<file path="src/hdl/bst_params.svh">
// Constants for the boundary-scan test port instruction logic
// Notes on behaviour
// - Capture-IR loads 01 into the two low instruction bits.
// - Shift-IR puts instruction register between serial in and out.
// - New instruction acts only after Update-IR; old one stays before.
// - Codes are MSB left, LSB right; both ends read them alike.
// - Code 000 selects external test with the boundary register.
// - External test never blocks the memory's functional inputs.
// - External test drives boundary contents out on TCK fall in Update-IR.
// - External test captures all pin levels and defaults in Capture-DR.
// - Identification code captures ROM in Capture-DR, shifts in Shift-DR.
// - Code 001 loads at power-up and in Test-Logic-Reset.
// - Code 010 forces outputs high-Z, captures ring, shifts boundary.
// - Code 100 captures buffer levels then shifts boundary register.
// - Cells without a pin capture their fixed default value.
// - Code 111 puts the one-bit bypass register in Shift-DR.
// - Instruction register is three bits wide.
// - Identification register is 32 bits, bit 0 shifted out first.
// - Five TMS-high rising edges reach Test-Logic-Reset; also power-up.
// - Inputs sampled on TCK rise; serial output changes on TCK fall.
`ifndef BST_PARAMS_SVH
`define BST_PARAMS_SVH

`define BST_IR_W        3
`define BST_IR_CAPT     3'h1
`define BST_OP_EXTEST   3'h0
`define BST_OP_IDCODE   3'h1
`define BST_OP_SAMPZ    3'h2
`define BST_OP_SAMPLE   3'h4
`define BST_OP_BYPASS   3'h7
`define BST_ID_W        32
// Maker and part fields are arbitrary neutral values
`define BST_ID_MAKER    11'h2A5
`define BST_ID_PART     20'h0C0DE
`define BST_ID_FIXED    1'h1
`define BST_BSR_LEN     8
`define BST_BSR_PINMASK 8'h7F
`define BST_BSR_DEFLT   8'hFF
`define BST_TLR_ONES    3'h5
`define BST_ONES_W      3
`define BST_SYNC_N      (`BST_BSR_LEN + 3)

`endif

</file>
<file path="src/hdl/bst_pkg.sv">
// Types shared by the test port modules
`default_nettype none
package bst_pkg;
   // Controller states, Gray steps along the common path
   typedef enum logic [3:0] {
      BST_TLR     = 4'h0,
      BST_RTI     = 4'h1,
      BST_SEL_DR  = 4'h3,
      BST_CAP_DR  = 4'h2,
      BST_SH_DR   = 4'h6,
      BST_EX1_DR  = 4'h7,
      BST_PAU_DR  = 4'h5,
      BST_EX2_DR  = 4'h4,
      BST_UPD_DR  = 4'hC,
      BST_SEL_IR  = 4'hD,
      BST_CAP_IR  = 4'hF,
      BST_SH_IR   = 4'hE,
      BST_EX1_IR  = 4'hA,
      BST_PAU_IR  = 4'hB,
      BST_EX2_IR  = 4'h9,
      BST_UPD_IR  = 4'h8
   } bst_state_t;
endpackage
`default_nettype wire

</file>
<file path="src/hdl/bst_link_if.sv">
// Synchronised test port signals passed from the sampler to the controller
`timescale 1ns/1ns
`default_nettype none
`include "bst_params.svh"
interface bst_link_if;
   logic                    tck_rise;
   logic                    tck_fall;
   logic                    tms;
   logic                    tdi;
   logic [`BST_BSR_LEN-1:0] pins;
   modport src (output tck_rise, output tck_fall, output tms,
                output tdi, output pins);
   modport dst (input tck_rise, input tck_fall, input tms,
                input tdi, input pins);
endinterface
`default_nettype wire

</file>
<file path="src/hdl/bst_sync.sv">
// Three-stage input sampler and TCK edge finder for the test port
`timescale 1ns/1ns
`default_nettype none
`include "bst_params.svh"
module bst_sync
   import bst_pkg::*;
(
   input  wire logic                    clock,
   input  wire logic                    nrst,
   input  wire logic                    tck,
   input  wire logic                    tms,
   input  wire logic                    tdi,
   input  wire logic [`BST_BSR_LEN-1:0] pin_level,
   bst_link_if.src                      lk
);
   logic [`BST_SYNC_N-1:0] raw;
   logic [`BST_SYNC_N-1:0] s1_q;
   logic [`BST_SYNC_N-1:0] s2_q;
   logic [`BST_SYNC_N-1:0] s3_q;
   logic [`BST_SYNC_N-1:0] flt_q;
   logic                   tck_prev_q;

   assign raw = {pin_level, tdi, tms, tck};

   // A level is accepted only once stages two and three agree,
   // which hides a single metastable sample from the controller
   genvar i;
   generate
      for (i = 0; i < `BST_SYNC_N; i = i + 1) begin : g_bit
         always_ff @(posedge clock or negedge nrst) begin
            if (!nrst) begin
               s1_q[i]  <= 1'h0;
               s2_q[i]  <= 1'h0;
               s3_q[i]  <= 1'h0;
               flt_q[i] <= 1'h0;
            end else begin
               s1_q[i] <= raw[i];
               s2_q[i] <= s1_q[i];
               s3_q[i] <= s2_q[i];
               if (s2_q[i] == s3_q[i]) flt_q[i] <= s3_q[i];
            end
         end
      end
   endgenerate

   // Previous filtered TCK for edge finding
   always_ff @(posedge clock or negedge nrst) begin
      if (!nrst) tck_prev_q <= 1'h0;
      else       tck_prev_q <= flt_q[0];
   end

   assign lk.tck_rise = flt_q[0] & ~tck_prev_q;
   assign lk.tck_fall = ~flt_q[0] & tck_prev_q;
   assign lk.tms      = flt_q[1];
   assign lk.tdi      = flt_q[2];
   assign lk.pins     = flt_q[`BST_SYNC_N-1:3];
endmodule
`default_nettype wire

</file>
<file path="src/hdl/bst_tap.sv">
// Test access port controller with instruction decode and scan registers
`timescale 1ns/1ns
`default_nettype none
`include "bst_params.svh"
module bst_tap
   import bst_pkg::*;
(
   input  wire logic                    clock,
   input  wire logic                    nrst,
   input  wire logic                    tck,
   input  wire logic                    tms,
   input  wire logic                    tdi,
   output logic                         tdo,
   output logic                         tdo_oe,
   input  wire logic [`BST_BSR_LEN-1:0] pin_level,
   output logic                         mem_out_hiz,
   output logic                         mem_out_override,
   output logic [`BST_BSR_LEN-1:0]      mem_out_value,
   output logic [`BST_ID_W-1:0]         device_identification
);
   bst_link_if lk ();

   bst_sync u_sync (
      .clock     (clock),
      .nrst      (nrst),
      .tck       (tck),
      .tms       (tms),
      .tdi       (tdi),
      .pin_level (pin_level),
      .lk        (lk.src)
   );

   bst_state_t                state_q;
   bst_state_t                state_d;
   logic [`BST_IR_W-1:0]      ir_sh_q;
   logic [`BST_IR_W-1:0]      ir_q;
   logic                      byp_q;
   logic [`BST_ID_W-1:0]      idr_q;
   logic [`BST_BSR_LEN-1:0]   bsr_q;
   logic [`BST_BSR_LEN-1:0]   bsr_upd_q;
   logic                      tdo_q;
   logic                      tdo_oe_q;
   logic [`BST_ONES_W-1:0]    ones_q;

   // Instruction decode; unlisted private codes fall to bypass
   wire is_ext   = (ir_q == `BST_OP_EXTEST);
   wire is_id    = (ir_q == `BST_OP_IDCODE);
   wire is_sampz = (ir_q == `BST_OP_SAMPZ);
   wire is_samp  = (ir_q == `BST_OP_SAMPLE);
   wire sel_bsr  = is_ext | is_sampz | is_samp;
   wire sel_id   = is_id;
   wire sel_byp  = ~sel_bsr & ~sel_id;
   wire new_ext  = (ir_sh_q == `BST_OP_EXTEST);

   // Fixed identification pattern and boundary capture value
   wire [`BST_ID_W-1:0] id_rom =
      {`BST_ID_PART, `BST_ID_MAKER, `BST_ID_FIXED};
   wire [`BST_BSR_LEN-1:0] bsr_cap =
      (lk.pins & `BST_BSR_PINMASK) |
      (`BST_BSR_DEFLT & ~`BST_BSR_PINMASK);

   // Serial output source: instruction path or selected data register
   wire sh_ir = (state_q == BST_SH_IR);
   wire sh_dr = (state_q == BST_SH_DR);
   wire ser_bit = sh_ir   ? ir_sh_q[0] :
                  sel_id  ? idr_q[0]   :
                  sel_byp ? byp_q      : bsr_q[0];

   // Controller next state on TMS
   always_comb begin
      case (state_q)
         BST_TLR:    state_d = lk.tms ? BST_TLR    : BST_RTI;
         BST_RTI:    state_d = lk.tms ? BST_SEL_DR : BST_RTI;
         BST_SEL_DR: state_d = lk.tms ? BST_SEL_IR : BST_CAP_DR;
         BST_CAP_DR: state_d = lk.tms ? BST_EX1_DR : BST_SH_DR;
         BST_SH_DR:  state_d = lk.tms ? BST_EX1_DR : BST_SH_DR;
         BST_EX1_DR: state_d = lk.tms ? BST_UPD_DR : BST_PAU_DR;
         BST_PAU_DR: state_d = lk.tms ? BST_EX2_DR : BST_PAU_DR;
         BST_EX2_DR: state_d = lk.tms ? BST_UPD_DR : BST_SH_DR;
         BST_UPD_DR: state_d = lk.tms ? BST_SEL_DR : BST_RTI;
         BST_SEL_IR: state_d = lk.tms ? BST_TLR    : BST_CAP_IR;
         BST_CAP_IR: state_d = lk.tms ? BST_EX1_IR : BST_SH_IR;
         BST_SH_IR:  state_d = lk.tms ? BST_EX1_IR : BST_SH_IR;
         BST_EX1_IR: state_d = lk.tms ? BST_UPD_IR : BST_PAU_IR;
         BST_PAU_IR: state_d = lk.tms ? BST_EX2_IR : BST_PAU_IR;
         BST_EX2_IR: state_d = lk.tms ? BST_UPD_IR : BST_SH_IR;
         BST_UPD_IR: state_d = lk.tms ? BST_SEL_DR : BST_RTI;
         default:    state_d = BST_TLR;
      endcase
   end

   // State advances on TCK rise; no test reset pin, so power-up
   // reset and the TMS-high walk are the only ways home
   always_ff @(posedge clock or negedge nrst) begin
      if (!nrst)            state_q <= BST_TLR;
      else if (lk.tck_rise) state_q <= state_d;
   end

   // Instruction shift path, captured and shifted on TCK rise
   always_ff @(posedge clock or negedge nrst) begin
      if (!nrst) begin
         ir_sh_q <= `BST_IR_CAPT;
      end else if (lk.tck_rise) begin
         if (state_q == BST_CAP_IR)
            ir_sh_q <= `BST_IR_CAPT;
         else if (sh_ir)
            ir_sh_q <= {lk.tdi, ir_sh_q[`BST_IR_W-1:1]};
      end
   end

   // Active instruction changes only on TCK fall in Update-IR,
   // or returns to the identification code in Test-Logic-Reset
   always_ff @(posedge clock or negedge nrst) begin
      if (!nrst) begin
         ir_q <= `BST_OP_IDCODE;
      end else if (lk.tck_fall) begin
         if (state_q == BST_TLR)
            ir_q <= `BST_OP_IDCODE;
         else if (state_q == BST_UPD_IR)
            ir_q <= ir_sh_q;
      end
   end

   // Bypass bit: zero on capture, one stage on shift
   always_ff @(posedge clock or negedge nrst) begin
      if (!nrst) begin
         byp_q <= 1'h0;
      end else if (lk.tck_rise && sel_byp) begin
         if (state_q == BST_CAP_DR) byp_q <= 1'h0;
         else if (sh_dr)            byp_q <= lk.tdi;
      end
   end

   // Identification register, low bit leaves first
   always_ff @(posedge clock or negedge nrst) begin
      if (!nrst) begin
         idr_q <= '0;
      end else if (lk.tck_rise && sel_id) begin
         if (state_q == BST_CAP_DR)
            idr_q <= id_rom;
         else if (sh_dr)
            idr_q <= {lk.tdi, idr_q[`BST_ID_W-1:1]};
      end
   end

   // Boundary register; capture is only trustworthy if the memory
   // inputs hold still across the sample, which the board must ensure
   always_ff @(posedge clock or negedge nrst) begin
      if (!nrst) begin
         bsr_q <= '0;
      end else if (lk.tck_rise && sel_bsr) begin
         if (state_q == BST_CAP_DR)
            bsr_q <= bsr_cap;
         else if (sh_dr)
            bsr_q <= {lk.tdi, bsr_q[`BST_BSR_LEN-1:1]};
      end
   end

   // Parallel output stage for external test, updated on TCK fall
   always_ff @(posedge clock or negedge nrst) begin
      if (!nrst) begin
         bsr_upd_q <= '0;
      end else if (lk.tck_fall) begin
         if (state_q == BST_UPD_IR && new_ext)
            bsr_upd_q <= bsr_q;
         else if (state_q == BST_UPD_DR && sel_bsr)
            bsr_upd_q <= bsr_q;
      end
   end

   // Serial output moves only on TCK fall, driven while shifting
   always_ff @(posedge clock or negedge nrst) begin
      if (!nrst) begin
         tdo_q    <= 1'h0;
         tdo_oe_q <= 1'h0;
      end else if (lk.tck_fall) begin
         tdo_q    <= ser_bit;
         tdo_oe_q <= sh_ir | sh_dr;
      end
   end

   // Run of TMS-high rising edges, used by a check below
   always_ff @(posedge clock or negedge nrst) begin
      if (!nrst)
         ones_q <= '0;
      else if (lk.tck_rise)
         ones_q <= !lk.tms ? '0 :
                   (ones_q == `BST_TLR_ONES) ? ones_q : ones_q + 3'h1;
   end

   // Outputs; functional inputs are never gated here
   assign tdo                   = tdo_q;
   assign tdo_oe                = tdo_oe_q;
   assign mem_out_hiz           = is_sampz;
   assign mem_out_override      = is_ext;
   assign mem_out_value         = bsr_upd_q;
   assign device_identification = idr_q;

   capture_ir_a: assert property (
      @(posedge clock) disable iff (!nrst)
      lk.tck_rise && state_q == BST_CAP_IR |=> ir_sh_q[1:0] == 2'h1)
      else $error("capture-IR did not load 01");

   ir_hold_a: assert property (
      @(posedge clock) disable iff (!nrst)
      !(lk.tck_fall && (state_q == BST_UPD_IR || state_q == BST_TLR))
      |=> $stable(ir_q))
      else $error("instruction changed outside update");

   ir_update_a: assert property (
      @(posedge clock) disable iff (!nrst)
      lk.tck_fall && state_q == BST_UPD_IR |=> ir_q == $past(ir_sh_q))
      else $error("update-IR did not take shifted code");

   tlr_idcode_a: assert property (
      @(posedge clock) disable iff (!nrst)
      lk.tck_fall && state_q == BST_TLR |=> ir_q == `BST_OP_IDCODE)
      else $error("reset state did not load identification code");

   tms_reset_a: assert property (
      @(posedge clock) disable iff (!nrst)
      lk.tck_rise && lk.tms && ones_q == (`BST_TLR_ONES - 3'h1)
      |=> state_q == BST_TLR)
      else $error("five TMS-high edges did not reach reset");

   id_capture_a: assert property (
      @(posedge clock) disable iff (!nrst)
      lk.tck_rise && state_q == BST_CAP_DR && sel_id
      |=> idr_q == id_rom && idr_q[0] == 1'h1)
      else $error("identification capture wrong");

   bypass_cap_a: assert property (
      @(posedge clock) disable iff (!nrst)
      lk.tck_rise && state_q == BST_CAP_DR && sel_byp |=> byp_q == 1'h0)
      else $error("bypass capture not zero");

   bsr_default_a: assert property (
      @(posedge clock) disable iff (!nrst)
      lk.tck_rise && state_q == BST_CAP_DR && sel_bsr
      |=> (bsr_q & ~`BST_BSR_PINMASK) ==
          (`BST_BSR_DEFLT & ~`BST_BSR_PINMASK))
      else $error("unpinned boundary cells lost default");

   tdo_edge_a: assert property (
      @(posedge clock) disable iff (!nrst)
      !lk.tck_fall |=> $stable(tdo_q) && $stable(tdo_oe_q))
      else $error("serial output moved off a TCK fall");

   hiz_sel_a: assert property (
      @(posedge clock) disable iff (!nrst)
      ir_q == `BST_OP_SAMPZ |-> mem_out_hiz && !mem_out_override)
      else $error("sample-Z did not force high impedance");

   // Scan path checks look one clock after the sampled TCK edge, when
   // the register that moved on that edge has settled
   ir_shift_a: assert property (
      @(posedge clock) disable iff (!nrst)
      lk.tck_rise && sh_ir
      |=> ir_sh_q == {$past(lk.tdi), $past(ir_sh_q[`BST_IR_W-1:1])})
      else $error("instruction shift path wrong");

   id_shift_a: assert property (
      @(posedge clock) disable iff (!nrst)
      lk.tck_rise && sh_dr && sel_id
      |=> idr_q == {$past(lk.tdi), $past(idr_q[`BST_ID_W-1:1])})
      else $error("identification shift wrong");

   bypass_shift_a: assert property (
      @(posedge clock) disable iff (!nrst)
      lk.tck_rise && sh_dr && sel_byp |=> byp_q == $past(lk.tdi))
      else $error("bypass stage did not pass serial input");

   bsr_shift_a: assert property (
      @(posedge clock) disable iff (!nrst)
      lk.tck_rise && sh_dr && sel_bsr
      |=> bsr_q == {$past(lk.tdi), $past(bsr_q[`BST_BSR_LEN-1:1])})
      else $error("boundary shift wrong");

   // Pinned cells must take the sampled level, not a stale one
   bsr_capture_a: assert property (
      @(posedge clock) disable iff (!nrst)
      lk.tck_rise && state_q == BST_CAP_DR && sel_bsr
      |=> (bsr_q & `BST_BSR_PINMASK) ==
          ($past(lk.pins) & `BST_BSR_PINMASK))
      else $error("boundary capture missed a pin level");

   ext_update_a: assert property (
      @(posedge clock) disable iff (!nrst)
      lk.tck_fall && state_q == BST_UPD_IR && new_ext
      |=> mem_out_value == $past(bsr_q))
      else $error("external test did not drive boundary contents");

   // Enable follows the shift states so a released line reads as idle
   serial_enable_a: assert property (
      @(posedge clock) disable iff (!nrst)
      lk.tck_fall |=> tdo_oe == $past(sh_ir | sh_dr))
      else $error("serial enable out of step with shift states");

   sel_ir_exit_a: assert property (
      @(posedge clock) disable iff (!nrst)
      lk.tck_rise && state_q == BST_SEL_IR && lk.tms
      |=> state_q == BST_TLR)
      else $error("mode high in select-IR did not reach reset");
endmodule
`default_nettype wire

</file>
<file path="config.mk">
export PLATFORM = sky130hd
export DESIGN_NAME = bst_tap
export DESIGN_NICKNAME = d
export VERILOG_FILES = /design/src/hdl/bst_pkg.sv /design/src/hdl/bst_link_if.sv /design/src/hdl/bst_sync.sv /design/src/hdl/bst_tap.sv
export VERILOG_INCLUDE_DIRS = /design/src /design/src/hdl
export SDC_FILE = /design/constraint.sdc
export NUM_CORES = 1
export LEC_CHECK = 0
export ABC_AREA = 1
export BUFFER_PORTS_ARGS = -buffer_cell sky130_fd_sc_hd__buf_2
export CAP_MARGIN = 20
export CORE_MARGIN = 3
export CORE_UTILIZATION = 55
export CTS_BUF_LIST = sky130_fd_sc_hd__clkbuf_2 sky130_fd_sc_hd__clkbuf_4 sky130_fd_sc_hd__clkbuf_8
export CTS_CLUSTER_SIZE = 12
export DETAILED_ROUTE_END_ITERATION = 10
export GPL_TIMING_DRIVEN = 0
export HOLD_SLACK_MARGIN = 0.08
export PLACE_DENSITY = 0.86
export SLEW_MARGIN = 5
export SYNTH_ARGS = -nofsm -noshare
export SYNTH_HDL_FRONTEND = slang
export SYNTH_SLANG_ARGS = --single-unit
</file>
<file path="constraint.sdc">
create_clock -name clock -period 1.8 [get_ports clock]
set_clock_uncertainty 0.1 [all_clocks]
set_input_delay 0.36 -clock clock [delete_from_list [all_inputs] [get_ports clock]]
set_output_delay 0.36 -clock clock [all_outputs]
set_load 0.03 [all_outputs]
</file>
### Yosys cells after proc, flatten, opt, wreduce, memory -nomap -nowiden

Cells that the tools add are included.

| word-level totals | value |
|---|---|
| bits in registers | 102 |
| output and inout port bits | 44 |
| word-level logic and storage cells | 137 |

| cells by class | value |
|---|---|
| equality and inequality tests | 28 |
| mux-type cells | 28 |
| bitwise operators | 10 |
| reduce and logical (&&, ||, !) cells | 21 |

Operators with widths:

| cell | number |
|---|---|
| 32-bit 2-to-1 mux | 2 |
| 4-bit case mux with 12 select lines | 1 |
| 4-bit equality test (second input constant) | 8 |
| 8-bit 2-to-1 mux | 4 |
| 3-bit 2-to-1 mux | 6 |
| 4-bit by 3-bit equality test with 1-bit output (second input constant) | 4 |
| 4-bit 2-to-1 mux | 4 |
| 2-bit AND reduction | 6 |
| 1-bit equality test | 10 |
| 4-bit by 2-bit equality test with 1-bit output (second input constant) | 2 |
| 1-bit 2-to-1 mux | 8 |
| 2-bit nonzero test | 4 |
| 3-bit zero test | 2 |
| 2-bit 2-to-1 mux | 3 |
| 1-bit logical AND | 5 |
| 4-bit by 1-bit equality test with 1-bit output (second input constant) | 1 |
| 4-bit zero test | 1 |
| 1-bit NOT | 4 |
| 2-bit OR reduction | 2 |
| 1-bit AND | 3 |
| 3-bit by 1-bit equality test with 1-bit output (second input constant) | 1 |
| 3-bit by 2-bit equality test with 1-bit output (second input constant) | 1 |
| 3-bit equality test (second input constant) | 1 |
| 1-bit OR | 3 |
| 3-bit OR reduction | 1 |

### Logic depth before layout (Yosys ltp)

| depth | value |
|---|---|
| depth in word-level cells | 8 |
| mapped depth | 9 |

### Cells and area by module

From an unflattened synthesis, not the netlist that was laid out.

| second synthesis, totals | value |
|---|---|
| cell total of the unflattened synthesis | 455 |
| area, all modules | 4205.3 um^2 |

Modules (own cells, without submodules):

| module | instances | cells each | area an instance (um^2) |
|---|---|---|---|
| bst_tap | 1 | 354 | 2825.2 |
| bst_sync | 1 | 101 | 1380.1 |

### Least setup slack after synthesis

Ideal clock, no wire load.

| timing | value |
|---|---|
| path kind | register -> register |
| start point | reg state_q[2] |
| end point | reg idr_q[13], in the netlist device_identification[13] |
| arrival | 1414 ps |
| setup slack | 209 ps |
| stages on the path, launching flop included | 8 |
| buffers on the path | 2 |
| path through | dfrtp_1 clkbuf_1 nor2_1 nand2_1 inv_1 buf_2 nor2_1 a21oi_1 |

| between the ends | value |
|---|---|
| longest elaborated chain between the ends | 3 |
| elaborated cells between the ends (all ways) | 5 |

RTL lines:

| item | line | source |
|---|---|---|
| from (decl) | bst_tap.sv:33 | `bst_state_t state_q;` |
| from (signal assigned) | bst_tap.sv:96 | `else if (lk.tck_rise) state_q <= state_d;` |
| 4-bit by 3-bit equality test with 1-bit output / 4-bit by 2-bit equality test with 1-bit output (equally long branches) | bst_tap.sv:64, bst_tap.sv:139 |  |
| 2-bit nonzero test (no source line) | -- |  |
| 2-bit AND reduction (no source line) | -- |  |
| to (signal assigned) | bst_tap.sv:140 | `idr_q <= id_rom;` |
| to (signal assigned) | bst_tap.sv:142 | `` idr_q <= {lk.tdi, idr_q[`BST_ID_W-1:1]}; `` |
| to (decl) | bst_tap.sv:38 | `` logic [`BST_ID_W-1:0] idr_q; `` |

Several ways; a longest one is shown, not always the timed one.
A chain may end at the register's enable or synchronous reset.

### Worst setup path in the final report

| timing | value |
|---|---|
| start point | reg ir_q[0] |
| end point | out mem_out_override |

| between the ends | value |
|---|---|
| longest elaborated chain between the ends | 1 |

RTL lines:

| item | line | source |
|---|---|---|
| from (decl) | bst_tap.sv:36 | `` logic [`BST_IR_W-1:0] ir_q; `` |
| from (signal assigned) | bst_tap.sv:115 | `` ir_q <= `BST_OP_IDCODE; `` |
| from (signal assigned) | bst_tap.sv:118 | `` ir_q <= `BST_OP_IDCODE; `` |
| from (signal assigned) | bst_tap.sv:120 | `ir_q <= ir_sh_q;` |
| 3-bit zero test (no source line) | -- |  |
| to (decl) | bst_tap.sv:17 | `output logic mem_out_override,` |

No other way between the ends.

==> run metrics <==
status finished clean; Core Util, Final 0.689; Cell Area, Placed 4360 sq um; GPL Wtd Cong 0.858; Syn Area/Cell 9.91 sq um; Congestion Overflow GR 0; fmax 580 MHz; CP Class reg2out; Netlist cell types 20; mapped cell area 3930 sq um; vias in the first global route 2,973; Worst Reg2Reg Path Length in Cells 7; fin crit share 0.957; Root Buffer clkbuf_8; clk buf depth 2; dpl hpwl 5340 um; Yosys top cell by area dfrtp_1; min Tclk post-route 1.72 ns; clock latency at the later pin of the worst-skew pair 0.37 ns; Final Worst Setup Slack 0.0773 ns; MaxCap Viol Count 0; H-tree level count 3; most common cell after layout, fill and taps aside dfrtp_1; CP Launch Type flop; setup repair after global routing missed its margin yes; Antenna Nets Post-Route 0; post-synthesis cell count 397; Layout area overhead 20.3%; syn nets 410; Power Dens Cells 1520 nW/um^2; crit path DAT 1.26 ns; reg-to-reg startpoint state_q[1]; full die area 8200 sq um; antenna violations before repair 0; core area between 6000 and 7000 sq um; drt first-iter violations 226; share of cells above drive strength 1 0.211; final hold violation count 0; Post-route DRC 0; R2R Setup Slk 0.08 ns; reg2reg end device_identification[29]; Die W 90.6 um; vias per cell about 5.3; CP Capture Type primary output; Final Slew Violations 0; hold crit path type reg2reg; VDD IR-drop max just over 0.9 mV; Min-Delay Endpoint u_sync.s2_q[0]; Finished Cell Area between 4000 and 5000 sq um; drt total wl roughly 8100 um; worst-margin pin slew 0.392 ns; Yosys warnings 0; largest net degree at the start of global routing 74; fin nets 491; Overall Global Routing Usage 0.210; via count 3,040; Pleak 2.36 nW; quantity of I/O buffers inserted on ports 55; most frequent cells in the layout dfrtp_1 (98), nand2_1 (66), buf_2 (58); # IOs 57; antenna diode count 0; maximum fanout along the worst path 3; # fillers 488; Die Y 90.6 um; TritonRoute pass-1 iters 5; post-synthesis register bit count 102; top cell type's share of synthesized area 0.636; total CTS buffers 9; clk slew on worst S/H paths 0.10 ns; slew margin rel. 0.739; worst hold start u_sync.s1_q[0]; row cnt 30; Critical Path RT 1.34 ns; final setup fails 0; sequential area share after synthesis 0.650; dpl ws -0.196 ns; total power slightly above 7 mW; clock sink total 102; TritonCTS clock tree built; setup TNS 0 ns; Initial Utilization 0.572; drt wl/cell 13.9 um; Hold Path Depth 0; global-route wire length before repair ~14,000 um; synth top area cells dfrtp_1 (64%), nand2_1 (6.4%), o21ai_0 (5.7%), nor2_1 (4.5%), inv_1 (4.3%)
==> sequential cells by signal, indices dropped and copies added, names as in the netlist <==
name / flops
u_sync.tck_prev_q: 1
u_sync.lk.tdi: 1
u_sync.s2_q: 10
bsr_q: 8
byp_q: 1
device_identification: 32
u_sync.lk.pins: 7
ir_sh_q: 3
mem_out_value: 8
u_sync.lk.tms: 1
ir_q: 3
tdo_oe: 1
tdo: 1
u_sync.flt_q: 1
u_sync.s3_q: 10
state_q: 4
u_sync.s1_q: 10
==> cells in the mapped netlist <==
| cell type | instances |
|---|---|
| dfrtp_1 | 100 |
| nand2_1 | 67 |
| nor2_1 | 47 |
| inv_1 | 45 |
| o21ai_0 | 45 |
| nand3_1 | 31 |
| a21oi_1 | 19 |
| maj3_1 | 10 |
| buf_2 | 8 |
| o211ai_1 | 8 |
| clkbuf_1 | 4 |
| o22ai_1 | 3 |
| dfstp_2 | 2 |
| nor3_4 | 2 |
| clkbuf_2 | 1 |
| inv_2 | 1 |
| nand2_2 | 1 |
| nand3b_1 | 1 |
| nor2_4 | 1 |
| nor3_1 | 1 |
==> critical path: stages, from the launching register on <==
cell,delay (ns)
dfstp_2,0.55
inv_1,0.05
nand2_1,0.08
nor2_1,0.05
buf_4,0.17
==> logic make-up after synthesis <==
kind of cell,share of synthesized area
flip-flops,0.650
AO/OA/AOI/OAI,0.101
adder cells (fa/ha/maj),0.0255
AND/OR/NAND/NOR,0.164
buffers and inverters,0.0592
==> how the worst max path moves through the flow <==
stage	startpoint	cells after the start	endpoint
3_3_place_gp	nrst	1	u_sync.s1_q[5]
3_5_place_dp	state_q[2]	7	device_identification[1]
2_1_floorplan	state_q[2]	7	device_identification[13]
5_1_grt	state_q[1]	8	device_identification[26]
4_1_cts	state_q[1]	7	device_identification[29]
6_report	ir_q[0]	4	mem_out_override
==> layout make-up <==
cell class,count,area (sq um),area share
sequential,102,2560,0.540
inverter,46,173,0.0365
tap,96,120,0.0254
timing repair buffer,71,450,0.0952
buffer,12,65.1,0.0137
multi-input combinational,236,1170,0.247
clock inverter,7,75.1,0.0159
clock buffer,9,124,0.0262
==> through the flow <==
stage / cells / hold WS, ns
6_report: 579 / 0.257
2_1_floorplan: 397 / -0.0356
4_1_cts: 577 / 0.260
3_5_place_dp: 549 / 0.212
5_1_grt: 579 / 0.263
3_3_place_gp: 548 / 0.232
==> layer usage <==
metal	wire length, um	up-vias	share of wire	track usage
met2	3930	95	0.49	0.338
met4	205	0	0.025	0.0918
met5	0	-	0	0
li1	-	1446	-	-
met1	3520	1477	0.44	0.274
met3	403	22	0.050	0.0483
==> where the power goes <==
| part | internal, mW | total [mW] | switching, mW |
|---|---|---|---|
| Clock | 0.547 | 1.40 | 0.849 |
| Sequential | 2.81 | 3.20 | 0.395 |
| Combinational | 0.779 | 2.61 | 1.83 |
==> timing repair <==
item	in CTS	in global routing
buffers inserted	2	2
gates resized for setup	6	14
hold endpoints to repair	38	0
setup endpoints to repair	41	49
pin swaps	1	2
hold buffers	11	0
No activity file was read; power rests on OpenSTA's default activity.
